==> config.mk <==
export PLATFORM = sky130hd
export DESIGN_NAME = adc_multidevice_serial
export DESIGN_NICKNAME = d
export VERILOG_FILES = /design/src/rtl/adc_multidevice_serial.v /design/src/rtl/pin_sync.v /design/src/rtl/usr_shifter.v
export VERILOG_INCLUDE_DIRS = /design/src /design/src/rtl
export SDC_FILE = /design/constraint.sdc
export NUM_CORES = 1
export LEC_CHECK = 0
export BUFFER_PORTS_ARGS = -buffer_cell sky130_fd_sc_hd__buf_2
export CORE_AREA = 2 2 134 136
export CTS_BUF_LIST = sky130_fd_sc_hd__clkbuf_16
export DETAILED_ROUTE_END_ITERATION = 8
export DIE_AREA = 0 0 136 138
export SYNTH_ARGS = -nofsm -noshare
export SYNTH_HDL_FRONTEND = slang
export SYNTH_SLANG_ARGS = --single-unit
export TNS_END_PERCENT = 1
==> constraint.sdc <==
create_clock -name clk_i -period 4.6 [get_ports clk_i]
set_input_delay 0.69 -clock clk_i [delete_from_list [all_inputs] [get_ports clk_i]]
set_output_delay 0.69 -clock clk_i [all_outputs]
set_load 0.01 [all_outputs]
==> src/rtl/adc_chain_defines.vh <==
// Constants for the multi-device serial host port of the converter.
//
// Contract
// RULE_01: Host programs identical, legacy-protocol configuration in chain.
// RULE_02: Output and input registers form one 22-bit shifter.
// RULE_03: Analog input sampled on conversion-start rising edge.
// RULE_04: Frame begins when select falls.
// RULE_05: Launch edge drives shifter MSB onto lane 0.
// RULE_06: Capture edge shifts serial input into LSB.
// RULE_07: Select rising decodes shifter and performs action.
// RULE_08: Host receives last device's word first.
// RULE_09: Optimal frame has 22 times N capture edges.
// RULE_10: Longer frames need host-aligned configuration bits.
// RULE_11: Host never sends fewer than 22 times N clocks.
// RULE_12: Star arrangement selects only one device at once.
// RULE_13: Deselected device releases its serial output.
// RULE_14: Nine byte-wide configuration registers at fixed addresses.
// RULE_15: Power-down bits 7..3 and 0 read zero.
// RULE_16: Converter power-down bit acts at select rising.
// RULE_17: Clearing converter bit starts power-up at select rising.
// RULE_18: Host waits converter power-up time before use.
// RULE_19: Buffer power-down bit acts at select rising.
// RULE_20: Clearing buffer bit starts power-up; host then waits.
// RULE_21: Input protocol field selects clock polarity and phase.
`ifndef ADC_CHAIN_DEFINES_VH
`define ADC_CHAIN_DEFINES_VH

`define USR_WIDTH 22
`define RESULT_WIDTH 18
`define ADDR_WIDTH 10

// Command word layout inside the shifter.
`define CMD_MSB 21
`define CMD_LSB 18
`define ADDR_MSB 17
`define ADDR_LSB 8
`define DATA_MSB 7
`define DATA_LSB 0
`define CMD_NOP 4'h0
`define CMD_WRITE 4'ha
`define CMD_READ 4'hc

// Register byte addresses.
`define ADDR_POWER_DOWN_CONTROL 10'h004
`define ADDR_INPUT_PROTOCOL_SELECT 10'h008
`define ADDR_OUTPUT_PROTOCOL_SELECT 10'h00c
`define ADDR_OUTPUT_WORD_CONFIG 10'h010
`define ADDR_PATTERN_LOW_BYTE 10'h014
`define ADDR_PATTERN_MIDDLE_BYTE 10'h015
`define ADDR_PATTERN_HIGH_NIBBLE 10'h016
`define ADDR_OFFSET_CALIBRATION 10'h020
`define ADDR_REFERENCE_MARGIN 10'h030

// Register indices in the storage array.
`define IDX_POWER_DOWN_CONTROL 4'h0
`define IDX_INPUT_PROTOCOL_SELECT 4'h1
`define IDX_OUTPUT_PROTOCOL_SELECT 4'h2
`define IDX_OUTPUT_WORD_CONFIG 4'h3
`define IDX_PATTERN_LOW_BYTE 4'h4
`define IDX_PATTERN_MIDDLE_BYTE 4'h5
`define IDX_PATTERN_HIGH_NIBBLE 4'h6
`define IDX_OFFSET_CALIBRATION 4'h7
`define IDX_REFERENCE_MARGIN 4'h8
`define IDX_NONE 4'hf
`define REG_COUNT 9

// Writable bit masks and reset values.
`define MASK_POWER_DOWN_CONTROL 8'h06
`define MASK_INPUT_PROTOCOL_SELECT 8'h03
`define MASK_OUTPUT_PROTOCOL_SELECT 8'hdf
`define MASK_OUTPUT_WORD_CONFIG 8'h0f
`define MASK_FULL_BYTE 8'hff
`define REG_RESET 8'h00

// Field positions.
`define PD_CONVERTER_BIT 1
`define REFBUF_POWER_DOWN_BIT 2
`define CPHA_BIT 0
`define CPOL_BIT 1

// Synchronised pin vector positions.
`define PIN_CONVERSION_START 0
`define PIN_CS_N 1
`define PIN_SCLK 2
`define PIN_SDI 3
`define PIN_COUNT 4
`define PIN_INIT 4'h2

`endif

==> src/rtl/adc_multidevice_serial.v <==
// Serial host port of the converter: shifter, register file, power-down control.
`timescale 1ns/1ps
`include "adc_chain_defines.vh"
module adc_multidevice_serial #(
	parameter USR_WIDTH = 22,
	parameter RESULT_WIDTH = 18
) (
	// Clock and reset.
	input wire clk_i,
	input wire srst_i,
	// Host pins.
	input wire conversion_start_i,
	input wire cs_n_i,
	input wire sclk_i,
	input wire sdi_i,
	output reg serial_out_lane0_o,
	output reg serial_out_lane0_oe_o,
	// Converter core.
	input wire [RESULT_WIDTH-1:0] conv_data_i,
	output reg conv_sample_o,
	// Power control.
	output reg converter_power_down_o,
	output reg refbuf_power_down_o,
	output reg converter_powerup_start_o,
	output reg refbuf_powerup_start_o
);

wire [`PIN_COUNT-1:0] pin_level;
wire [`PIN_COUNT-1:0] pin_rise;
wire [`PIN_COUNT-1:0] pin_fall;
wire [USR_WIDTH-1:0] usr_word;

reg [7:0] cfg_reg [0:`REG_COUNT-1];
reg [RESULT_WIDTH-1:0] result_reg;
reg [7:0] readback_reg;
reg read_pending_reg;
reg [4:0] capture_count_reg;
reg [4:0] capture_count_next;

reg usr_load;
reg [USR_WIDTH-1:0] usr_load_data;
reg leading_edge;
reg trailing_edge;
reg capture_edge;
reg launch_edge;
reg frame_end;
reg frame_full;
reg [3:0] cmd;
reg [3:0] wr_index;
reg [7:0] wr_data;
reg [7:0] pd_new;
reg cpol;
reg cpha;
integer k;

// Maps a register byte address onto its storage index.
function [3:0] reg_index;
	input [`ADDR_WIDTH-1:0] addr;
	begin
		case (addr)
			`ADDR_POWER_DOWN_CONTROL: reg_index = `IDX_POWER_DOWN_CONTROL;
			`ADDR_INPUT_PROTOCOL_SELECT: reg_index = `IDX_INPUT_PROTOCOL_SELECT;
			`ADDR_OUTPUT_PROTOCOL_SELECT: reg_index = `IDX_OUTPUT_PROTOCOL_SELECT;
			`ADDR_OUTPUT_WORD_CONFIG: reg_index = `IDX_OUTPUT_WORD_CONFIG;
			`ADDR_PATTERN_LOW_BYTE: reg_index = `IDX_PATTERN_LOW_BYTE;
			`ADDR_PATTERN_MIDDLE_BYTE: reg_index = `IDX_PATTERN_MIDDLE_BYTE;
			`ADDR_PATTERN_HIGH_NIBBLE: reg_index = `IDX_PATTERN_HIGH_NIBBLE;
			`ADDR_OFFSET_CALIBRATION: reg_index = `IDX_OFFSET_CALIBRATION;
			`ADDR_REFERENCE_MARGIN: reg_index = `IDX_REFERENCE_MARGIN;
			default: reg_index = `IDX_NONE;
		endcase
	end
endfunction

// Writable bits of each register; reserved bits stay zero.
function [7:0] reg_mask;
	input [3:0] index;
	begin
		case (index)
			`IDX_POWER_DOWN_CONTROL: reg_mask = `MASK_POWER_DOWN_CONTROL;
			`IDX_INPUT_PROTOCOL_SELECT: reg_mask = `MASK_INPUT_PROTOCOL_SELECT;
			`IDX_OUTPUT_PROTOCOL_SELECT: reg_mask = `MASK_OUTPUT_PROTOCOL_SELECT;
			`IDX_OUTPUT_WORD_CONFIG: reg_mask = `MASK_OUTPUT_WORD_CONFIG;
			`IDX_NONE: reg_mask = 8'h00;
			default: reg_mask = `MASK_FULL_BYTE;
		endcase
	end
endfunction

pin_sync #(
	.WIDTH(`PIN_COUNT),
	.INIT(`PIN_INIT)
) u_pin_sync (
	.clk_i(clk_i),
	.srst_i(srst_i),
	.pin_i({sdi_i, sclk_i, cs_n_i, conversion_start_i}),
	.level_o(pin_level),
	.rise_o(pin_rise),
	.fall_o(pin_fall)
);

usr_shifter #(
	.WIDTH(USR_WIDTH)
) u_usr ( // RULE_02
	.clk_i(clk_i),
	.srst_i(srst_i),
	.load_i(usr_load),
	.load_data_i(usr_load_data),
	.shift_i(capture_edge),
	.bit_i(pin_level[`PIN_SDI]),
	.word_o(usr_word)
);

// Clock polarity and phase come from the input protocol field.
always @*
begin
	cpol = cfg_reg[`IDX_INPUT_PROTOCOL_SELECT][`CPOL_BIT]; // RULE_21
	cpha = cfg_reg[`IDX_INPUT_PROTOCOL_SELECT][`CPHA_BIT]; // RULE_21
	leading_edge = cpol ? pin_fall[`PIN_SCLK] : pin_rise[`PIN_SCLK];
	trailing_edge = cpol ? pin_rise[`PIN_SCLK] : pin_fall[`PIN_SCLK];
	// Serial clock edges count only inside a frame, never on its opening cycle.
	capture_edge = ~pin_level[`PIN_CS_N] & ~pin_fall[`PIN_CS_N]
		& (cpha ? trailing_edge : leading_edge); // RULE_06
	launch_edge = ~pin_level[`PIN_CS_N] & ~pin_fall[`PIN_CS_N]
		& (cpha ? leading_edge : trailing_edge); // RULE_05
	frame_end = pin_rise[`PIN_CS_N];
end

// Frame start loads either a pending register readback or the latest result.
always @*
begin
	usr_load = pin_fall[`PIN_CS_N]; // RULE_04
	if (read_pending_reg)
		usr_load_data = {readback_reg, {(USR_WIDTH-8){1'b0}}};
	else
		usr_load_data = {result_reg, {(USR_WIDTH-RESULT_WIDTH){1'b0}}};
end

// Capture edges are counted so that a short frame is never decoded.
always @*
begin
	capture_count_next = capture_count_reg;
	if (pin_fall[`PIN_CS_N])
		capture_count_next = 5'h00;
	else if (capture_edge && capture_count_reg != USR_WIDTH[4:0])
		capture_count_next = capture_count_reg + 5'h01;
	frame_full = (capture_count_reg == USR_WIDTH[4:0]);
end

// Decode of the shifter contents at the end of a frame.
always @*
begin
	cmd = usr_word[`CMD_MSB:`CMD_LSB];
	wr_index = reg_index(usr_word[`ADDR_MSB:`ADDR_LSB]);
	wr_data = usr_word[`DATA_MSB:`DATA_LSB] & reg_mask(wr_index); // RULE_15
	pd_new = cfg_reg[`IDX_POWER_DOWN_CONTROL];
	if (frame_end && frame_full && cmd == `CMD_WRITE && wr_index == `IDX_POWER_DOWN_CONTROL)
		pd_new = wr_data;
end

always @(posedge clk_i)
begin
	if (srst_i)
	begin
		for (k = 0; k < `REG_COUNT; k = k + 1)
			cfg_reg[k] <= `REG_RESET;
		readback_reg <= 8'h00;
		read_pending_reg <= 1'b0;
		capture_count_reg <= 5'h00;
	end
	else
	begin
		capture_count_reg <= capture_count_next;
		if (pin_fall[`PIN_CS_N])
			read_pending_reg <= 1'b0;
		if (frame_end && frame_full) // RULE_07
		begin
			case (cmd)
				`CMD_WRITE:
				begin
					if (wr_index != `IDX_NONE)
						cfg_reg[wr_index] <= wr_data; // RULE_14
				end
				`CMD_READ:
				begin
					if (wr_index != `IDX_NONE)
						readback_reg <= cfg_reg[wr_index];
					else
						readback_reg <= 8'h00;
					read_pending_reg <= 1'b1;
				end
				default:
				begin
					read_pending_reg <= 1'b0;
				end
			endcase
		end
	end
end

// Conversion start: the core result is taken on the rising edge while powered.
always @(posedge clk_i)
begin
	if (srst_i)
	begin
		result_reg <= {RESULT_WIDTH{1'b0}};
		conv_sample_o <= 1'b0;
	end
	else
	begin
		conv_sample_o <= 1'b0;
		if (pin_rise[`PIN_CONVERSION_START] && !converter_power_down_o)
		begin
			result_reg <= conv_data_i; // RULE_03
			conv_sample_o <= 1'b1; // RULE_03
		end
	end
end

// Serial output lane: drives the shifter MSB only while selected.
always @(posedge clk_i)
begin
	if (srst_i)
	begin
		serial_out_lane0_o <= 1'b0;
		serial_out_lane0_oe_o <= 1'b0;
	end
	else
	begin
		serial_out_lane0_oe_o <= ~pin_level[`PIN_CS_N] & ~frame_end; // RULE_13
		if (usr_load)
			serial_out_lane0_o <= usr_load_data[USR_WIDTH-1];
		else if (launch_edge)
			serial_out_lane0_o <= usr_word[USR_WIDTH-1]; // RULE_05
	end
end

// Power states follow the register only at select rising.
always @(posedge clk_i)
begin
	if (srst_i)
	begin
		converter_power_down_o <= 1'b0;
		refbuf_power_down_o <= 1'b0;
		converter_powerup_start_o <= 1'b0;
		refbuf_powerup_start_o <= 1'b0;
	end
	else
	begin
		converter_powerup_start_o <= 1'b0;
		refbuf_powerup_start_o <= 1'b0;
		if (frame_end)
		begin
			converter_power_down_o <= pd_new[`PD_CONVERTER_BIT]; // RULE_16
			refbuf_power_down_o <= pd_new[`REFBUF_POWER_DOWN_BIT]; // RULE_19
			converter_powerup_start_o <= converter_power_down_o
				& ~pd_new[`PD_CONVERTER_BIT]; // RULE_17
			refbuf_powerup_start_o <= refbuf_power_down_o
				& ~pd_new[`REFBUF_POWER_DOWN_BIT]; // RULE_20
		end
	end
end

endmodule

==> src/rtl/pin_sync.v <==
// Three-stage pin synchroniser with agreement filter and edge pulses.
`timescale 1ns/1ps
module pin_sync #(
	parameter WIDTH = 4,
	parameter [WIDTH-1:0] INIT = {WIDTH{1'b0}}
) (
	// Clock and reset.
	input wire clk_i,
	input wire srst_i,
	// Asynchronous pins.
	input wire [WIDTH-1:0] pin_i,
	// Filtered levels and one-cycle edge pulses.
	output reg [WIDTH-1:0] level_o,
	output reg [WIDTH-1:0] rise_o,
	output reg [WIDTH-1:0] fall_o
);

reg [WIDTH-1:0] s1_reg;
reg [WIDTH-1:0] s2_reg;
reg [WIDTH-1:0] s3_reg;
reg [WIDTH-1:0] level_next;
integer i;

// A change counts only once the second and third stages agree.
always @*
begin
	for (i = 0; i < WIDTH; i = i + 1)
	begin
		if (s2_reg[i] == s3_reg[i])
			level_next[i] = s2_reg[i];
		else
			level_next[i] = level_o[i];
	end
end

always @(posedge clk_i)
begin
	if (srst_i)
	begin
		s1_reg <= INIT;
		s2_reg <= INIT;
		s3_reg <= INIT;
		level_o <= INIT;
		rise_o <= {WIDTH{1'b0}};
		fall_o <= {WIDTH{1'b0}};
	end
	else
	begin
		s1_reg <= pin_i;
		s2_reg <= s1_reg;
		s3_reg <= s2_reg;
		level_o <= level_next;
		rise_o <= level_next & ~level_o;
		fall_o <= ~level_next & level_o;
	end
end

endmodule

==> src/rtl/usr_shifter.v <==
// Unified shift register: parallel load, serial shift in at the LSB.
`timescale 1ns/1ps
module usr_shifter #(
	parameter WIDTH = 22
) (
	// Clock and reset.
	input wire clk_i,
	input wire srst_i,
	// Parallel load.
	input wire load_i,
	input wire [WIDTH-1:0] load_data_i,
	// Serial shift.
	input wire shift_i,
	input wire bit_i,
	// Contents.
	output reg [WIDTH-1:0] word_o
);

always @(posedge clk_i)
begin
	if (srst_i)
		word_o <= {WIDTH{1'b0}};
	else if (load_i)
		word_o <= load_data_i;
	else if (shift_i)
		word_o <= {word_o[WIDTH-2:0], bit_i}; // RULE_06
end

endmodule

After elaboration in Yosys (flattened, before gate mapping)
Memories as Yosys holds them, arrays and structs flattened.
Cells that the tools add are included.
Word-level totals
  output and inout port bits: 7
  memories: 1
  bits in registers: 83
  word-level logic and storage cells: 102
  input port bits: 24
  memory bits (writable): 72
Operators by class
  mux-type cells: 31
  bitwise operators: 16
  equality and inequality tests: 22
  reductions and logical operators: 13
  add/subtract/negate cells: 1
Memory list
  cfg_reg: depth 9, bits a word 8, rd ports 3, clocked after Yosys merged registers in 0, wr ports 9, line adc_multidevice_serial.v:33  | reg [7:0] cfg_reg [0:`REG_COUNT-1];
Operators with widths (number)
  22-bit 2-to-1 mux: 3
  10-bit by 5-bit == test with 1-bit output, second input constant: 4
  8-bit case mux with 5 select lines: 1
  4-bit case mux with 9 select lines: 1
  1-bit 2-to-1 mux: 21
  10-bit by 4-bit == test with 1-bit output, second input constant: 2
  10-bit by 6-bit == test with 1-bit output, second input constant: 2
  8-bit 2-to-1 mux: 2
  4-bit == test, second input constant: 3
  10-bit by 3-bit == test with 1-bit output, second input constant: 1
  8-bit bitwise AND: 1
  4-bit by 2-bit == test with 1-bit output, second input constant: 2
  8-bit OR reduction: 1
  1-bit bitwise AND: 6
  3-bit bitwise AND: 2
  3-bit inverter: 2
  5-bit by 1-bit adder with 5-bit output, second input constant: 1
  5-bit == test, second input constant: 1
  1-bit logical AND: 5
  5-bit != test, second input constant: 1
  1-bit inverter: 5
  1-bit == test: 4
  4-bit by 1-bit == test with 1-bit output, second input constant: 1
  4-bit zero test: 1
  other kinds (8): 10

Logic depth before layout (Yosys ltp)
Gate-level depths: netlist of run 1.
  word-level depth: 10
  depth in mapped cells: 9

Cells and area by module
From an unflattened synthesis of run 1, not the netlist that was laid out.
Unflattened totals
  cells, all modules: 674
  area, all modules: 7307.0 sq um
Modules (own cells, without submodules)
  adc_multidevice_serial: area each 5541.6 sq um, cells each 517, instances 1
  usr_shifter: area each 1041.0 sq um, cells each 98, instances 1
  pin_sync: area each 724.4 sq um, cells each 59, instances 1

Worst setup path before layout of run 1
Ideal clock, no wire load.
  kind: register to register
  start point: reg u_usr.word_o[14]
  end point: mem cfg_reg[8][0] (enable)
  clock period less this slack: 2.643 ns
  buffers on the path: 2
  cell stages (with the launch flop): 8
  path slack: 1.957 ns
  required time: 4.266 ns
  setup time: 0.334 ns
  arrival time: 2.309 ns
  cell sequence: dfxtp_1 > or4_4 > buf_6 > a2111oi_4 > nor4_2 > or3_1 > buf_2 > nand2b_1
RTL lines
  start: declaration: line usr_shifter.v:16  | output reg [WIDTH-1:0] word_o
  start signal: assignment: line usr_shifter.v:22  | word_o <= {WIDTH{1'b0}};
  start signal: assignment: line usr_shifter.v:24  | word_o <= load_data_i;
  start signal: assignment: line usr_shifter.v:26  | word_o <= {word_o[WIDTH-2:0], bit_i};
  end: declaration: line adc_multidevice_serial.v:33

==> results of run 1 <==
-- logic make-up (layout without fill, tap and decap cells) --
family,count (synthesis),in the layout,share of synthesized area
xor+xnor,5,5,0.00576
compound gates,155,155,0.160
flops,168,168,0.555
other cells,1,31,0.000493
simple gates,310,310,0.209
fa+ha+maj,2,2,0.00329
buf+inv,90,98,0.0548
mux,8,8,0.0112
-- layout make-up --
class                      count  area [sq um]
fill                        1645          9020
sequential                   168          4220
multi-input combinational    511          3080
clock buffer                  19           475
tap                          229           287
timing repair buffer          39           218
clock inverter                13           130
inverter                      27           101
-- worst max-delay path, cell delays in order, from the launching register on --
cell	delay, ns
dfxtp_1	0.35
inv_1	0.07
ha_1	0.13
and4b_1	0.34
nand2_1	0.16
nor3b_1	0.84
nand2_1	0.49
nand2b_1	0.52
-- stage by stage --
step | instance area [sq um] | utilization | cells | hold slack [ns] | setup slack, ns
floorplan | 7720 | - | 769 | 0.389 | 1.96
global placement | 7910 | 0.451 | 974 | 0.399 | 1.26
detailed placement | 7910 | 0.451 | 974 | 0.403 | 1.39
CTS | 8510 | 0.486 | 1006 | 0.408 | 1.37
global route | 8510 | 0.486 | 1006 | 0.427 | 1.15
finish | 8510 | 0.486 | 1006 | 0.418 | 1.33
-- Yosys cell counts (all sizes together), types with 7 or more instances --
library cell / instances
dfxtp: 82
nor3: 17
nor2: 74
buf: 25
inv: 27
a311oi: 16
a21oi: 41
nand3: 15
or4: 16
nor4: 32
o22ai: 7
or2: 10
edfxtp: 86
nand2: 89
a222oi: 10
a2111oi: 11
a211oi: 22
nand2b: 12
clkbuf: 38
o211ai: 8
o31ai: 7
mux2i: 7
nor2b: 17
-- power by group --
group          internal, W  switching [W]  leakage [nW]
clock             0.000826       0.000627         0.306
sequential         0.00161      0.0000174          1.54
combinational    0.0000266      0.0000531          1.17
-- final timing paths --
check                                     startpoint                    to  slack [ns]
worst max register to register  capture_count_reg[0]         cfg_reg[7][4]        1.33
worst min register to register  u_pin_sync.s1_reg[1]  u_pin_sync.s2_reg[1]        0.42
worst max-delay path            capture_count_reg[0]         cfg_reg[7][4]        1.33
worst min-delay path            u_pin_sync.s1_reg[1]  u_pin_sync.s2_reg[1]        0.42
-- per-layer routing --
metal	vias up	wire length [um]	GRT usage
met5	-	0	0
met4	0	726	0.0932
met1	2864	8880	0.304
met2	223	9320	0.337
met3	46	1360	0.0583
li1	2769	-	-
==> summary.md, run 1 <==
| Metric | Value |
|---|---|
| Netlist area before placement | about 7600 sq um |
| Layout Area Growth over Synthesis | 11.9% |
| Routed vias | 5902 |
| Final worst clock skew | between 0.015 and 0.02 ns |
| Dominant synthesized flop cell | edfxtp_1 |
| Power density over the cells | 371 nW/um^2 |
| Count of maximum capacitance violations | 0 |
| Number of storage elements in the synthesis netlist | 168 |
| CTS tree | yes |
| Count of input and output buffers | 30 |
| Aggregate routed wire length | 20300 um |
| Clock edge transition at the registers on the reported setup and hold paths | about 0.07 ns |
| Largest net degree at the start of global routing | 52 |
| Worst voltage drop across the vdd grid | ~260 uV |
| Residual DRC count | 0 |
| Static Leakage | roughly 3.0 nW |
| Dominant cell type by area after synthesis | edfxtp_1 |
| Cells taking the most area after synthesis | edfxtp_1 34%, dfxtp_1 22%, nand2_1 4.4% |
| Congestion Overflow GR | 0 |
| Number of H-tree levels | 4 |
| Number of flops mapped to enable cells by yosys | 86 |
| Summed negative setup slack over all endpoints | 0 ns |
| Cells after Synth | about 740 |
| CTS Root Cell | clkbuf_16 |
| Mean area per synthesized cell | between 10 and 15 sq um |
| GPL Wtd Cong | between 0.8 and 0.9 |
| Initial antenna violation count | 0 |
| Starting utilization of the core area | 0.434 |
| Die Ht | 138 um |
| Sinks on Clock Net | roughly 170 |
| Share of async-settable or async-resettable flops after synthesis | 0 |
| Tmin final | between 3 and 4 ns |
| Row count | just under 50 |
| Setup violation total in the final timing report | 0 |
| Post-CTS resize count | 0 |
| Combined global-route utilization of all metal layers | 0.223 |
| Count of cells along the worst hold path | 1 |
| Max clock buf depth | 2 |
| Post-DP HPWL | approximately 14000 um |
| Number of global-route vias before repair | between 5000 and 6000 |
| Number of unique standard cell types used by synthesis | between 70 and 80 |
| Die width | ~140 um |
| Worst-case headroom to the max-slew limit | 0.246 |
| Run status | finished, final reports clean |
| Number of nets in the final layout | 790 |
| Actual transition at the worst max-transition pin | approximately 1.1 ns |
| I/O pin count | 31 |
| Vias per cell | between 5 and 6 |
| Commonest non-fill, non-tap cells in the layout | 89 x nand2_1, 86 x edfxtp_1, 82 x dfxtp_1, 74 x nor2_1, 41 x a21oi_1 |
| Most common library cell in the layout ignoring fill and taps | nand2_1 |
| Count of cells along the worst register-to-register path | 7 |
| Overall die area | 18800 sq um |
| Share of the synthesized area in the top cell type | 0.339 |
| Tcrit/Tclk final | 0.711 |
| Worst setup SP type | flop |
| First drt pass iteration count | 5 |
| TritonCTS Buffers | 17 |
| Hold buffer count at cts | 0 |
| RSZ-0062 raised after global routing | no |
| Worst-path maximum fanout | 9 |
| Number of nets with antenna violations after routing | 0 |
| Final Hold Violating Endpoints | 0 |
| Final antenna diode count | 0 |
| Warnings from Yosys | 0 |
| Worst Path Arrival | 3.34 ns |
| PnR Total Power | approximately 0.0032 W |
| Setup crit end kind | flop |
| Data required time of the worst path | 4.67 ns |
| Max Fclk | between 300 and 400 MHz |
| First-pass GRT wire length | around 31000 um |
| Final slew viol count | 0 |
| Flip-flop count of the largest register after layout | 86 |
| Post CTS Setup Buffer Count | 0 |
| Classification of the worst setup path | reg2reg |
| Sequential share of the synthesized area | 0.555 |
| Worst-skew pair later-pin latency | around 0.44 ns |
| Share of post-route cells with drive strength above 1 | 0.131 |
| Mean routed wirelength per cell | about 20 um |
| Initial drt markers | roughly 630 |
| Class of the tightest hold or removal check | reg2reg |
| Area of the core | roughly 18000 sq um |
Power figures use the tool's default switching activity.
==> run 2: changes to the inputs <==
clock period = 3.1 ns   (was 4.6 ns; I/O delays follow)
==> run 2 against run 1 <==
  * Clock power rose by 50%
  * Register-to-register slack got worse by 1.1 ns
  * Non-clock buffer count rose by 23
  * Die area did not move
  * Maximum frequency rose by 13%
  * Design area rose by 2.0%
  * Critical endpoint is now cfg_reg[2][5]
  * Largest power group unchanged
==> summary.md, run 2 (same netlist as run 1, synthesis figures left out) <==
| Metric | Value |
|---|---|
| Run status | finished, final reports clean |
| Count of maximum capacitance violations | 0 (unchanged) |
| Setup violation total in the final timing report | 0 (unchanged) |
| Class of the tightest hold or removal check | in2reg |
| Worst-case headroom to the max-slew limit | 0.266 (+0.0201) |
| Final worst clock skew | 0.00915 ns (-0.00688 ns) |
| RSZ-0062 raised after global routing | no |
| First drt pass iteration count | 5 (unchanged) |
| Power density over the cells | 541 nW/um^2 (+46%) |
| Initial drt markers | 600 (-4.9%) |
| Tmin final | 2.89 ns (-0.377 ns) |
| Global-route met2 utilization | 0.349 (+0.0119) |
| Hold buffer count at cts | 0 (unchanged) |
| Worst Path Arrival | 2.99 ns (-0.35 ns) |
| Routed vias | 5932 (+0.51%) |
| Flip-flop count of the largest register after layout | 86 (unchanged) |
| Aggregate routed wire length | 20500 um (+1.0%) |
| Final antenna diode count | 0 (unchanged) |
| Most common library cell in the layout ignoring fill and taps | nand2_1 |
| Starting utilization of the core area | 0.434 (unchanged) |
| Number of nets in the final layout | 813 (+2.9%) |
| Initial antenna violation count | 0 (unchanged) |
| Worst-skew pair later-pin latency | 0.43 ns (about the same) |
| Vias per cell | 5.76 (-1.7%) |
| Most used routing layer in global routing | met2 |
| TritonCTS Buffers | 17 (unchanged) |
| Die width | 136 um (unchanged) |
| Actual transition at the worst max-transition pin | 1.10 ns (-0.0311 ns) |
| Congestion Overflow GR | 0 (unchanged) |
| Layout Area Growth over Synthesis | 14.1% |
| Int Power | 0.00362 W (+47%) |
| Post CTS Setup Buffer Count | 0 (unchanged) |
| Seq pwr share | 0.514 (about the same) |
| Fraction of power consumed by combinational cells | 0.026 (about the same) |
| Final Hold Violating Endpoints | 0 (unchanged) |
| Max clock buf depth | 2 (unchanged) |
| Overall die area | 18800 sq um (unchanged) |
| Worst voltage drop across the vdd grid | 406 uV (+57%) |
| Post-DP HPWL | 14900 um (+4.3%) |
| Static Leakage | 3.12 nW (+3.5%) |
| Worst-path maximum fanout | 23 (+14) |
| Commonest non-fill, non-tap cells in the layout | 89 x nand2_1, 86 x edfxtp_1, 82 x dfxtp_1, 74 x nor2_1, 41 x a21oi_1 |
| Max Fclk | 346 MHz (+13%) |
| Global Route met1 Usage | 0.315 (+0.0104) |
| Worst setup SP type | flop |
| Residual DRC count | 0 (unchanged) |
| Mean routed wirelength per cell | 19.9 um (-1.2%) |
| Largest net degree at the start of global routing | 59 (+13%) |
| GPL Wtd Cong | 0.952 (+6.1%) |
| First-pass GRT wire length | 32000 um (+1.7%) |
| Die Ht | 138 um (unchanged) |
| Worst setup path startpoint | u_usr.word_o[14] |
| Number of global-route vias before repair | 5727 (+1.8%) |
| Combined global-route utilization of all metal layers | 0.226 (+0.00226) |
| Clock edge transition at the registers on the reported setup and hold paths | 0.07 ns (about the same) |
| Sinks on Clock Net | 168 (unchanged) |
| Tcrit/Tclk final | 0.933 (+0.222) |
| Setup crit end kind | flop |
| Count of input and output buffers | 30 (unchanged) |
| Row count | 49 (unchanged) |
| Post-CTS resize count | 0 (unchanged) |
| Number of nets with antenna violations after routing | 0 (unchanged) |
| Total net switching power | 0.00107 W (+54%) |
| GR Util met3 | 0.0370 (-0.0213) |
| Number of fill cells | 1669 (+1.5%) |
| Data required time of the worst path | 3.19 ns (-1.48 ns) |
| Startpoint of the worst hold path | cs_n_i |
| Final slew viol count | 0 (unchanged) |
| Area of the core | 17500 sq um (unchanged) |
| Net Sw Frac | 0.229 (+0.00790) |
| Number of H-tree levels | 4 (unchanged) |
| Part of the power in the clock network | 0.461 (about the same) |
| I/O pin count | 31 (unchanged) |
| CTS Root Cell | clkbuf_16 |
| CTS tree | yes |
| R2r startpoint | u_usr.word_o[14] |
| Slack of the worst reg-to-reg path | 0.21 ns (-1.12 ns) |
| Worst slack on hold paths | 0.212 ns (-0.206 ns) |
| Share of post-route cells with drive strength above 1 | 0.159 (+0.0275) |
| Summed negative setup slack over all endpoints | 0 ns (unchanged) |
| Classification of the worst setup path | reg2reg |
[run 2: worst max-delay path: stages, from the launching register on]
cell	delay, ns
dfxtp_1	0.34
or4_4	0.71
a211oi_4	0.47
nor4_2	0.15
or3_1	0.53
nand2b_1	0.36
[run 2: final cells by class]
| class | instances | area [sq um] | share of cell area |
|---|---|---|---|
| Clock buffer | 18 | 450 | 0.0519 |
| Clock inverter | 14 | 150 | 0.0173 |
| Inverter | 27 | 101 | 0.0117 |
| Multi-Input combinational cell | 511 | 3080 | 0.355 |
| Sequential cell | 168 | 4220 | 0.487 |
| Tap cell | 229 | 287 | 0.0330 |
| Timing Repair Buffer | 62 | 390 | 0.0450 |
[run 2: metal layers]
metal,up-vias,part of all wire,routed length (um)
li1,2814,-,-
met1,2893,0.45,9190
met2,187,0.46,9520
met3,38,0.056,1160
met4,0,0.030,624
met5,-,0,0
[run 2: worst paths after layout]
path,to,depth (start not counted)
worst max-delay path,cfg_reg[2][5],5
worst min-delay path,u_pin_sync.s1_reg[1],2
worst max register to register,cfg_reg[2][5],5
worst min register to register,u_pin_sync.s2_reg[1],1
[run 2: power groups by stage]
stage / clock network, W / logic (W) / registers [W]
final: 0.00217 / 0.000120 / 0.00241
after CTS: 0.00220 / 0.000120 / 0.00241
after detailed placement: 0 / 0.000119 / 0.00246
after global placement: 0 / 0.000118 / 0.00246
after global routing: 0.00229 / 0.000133 / 0.00242
after floorplan: 0 / 0.0000816 / 0.00245
[run 2: through the flow]
stage                     power [W]   util  area [sq um]  std cells  worst slack (ns)
after floorplan             0.00253      -          7720        769             0.457
after global placement      0.00258  0.461          8080        997             0.291
final                       0.00470  0.495          8680       1029             0.207
after global routing        0.00484  0.495          8680       1029            0.0934
after detailed placement    0.00258  0.461          8080        997             0.234
after CTS                   0.00473  0.495          8680       1029             0.225
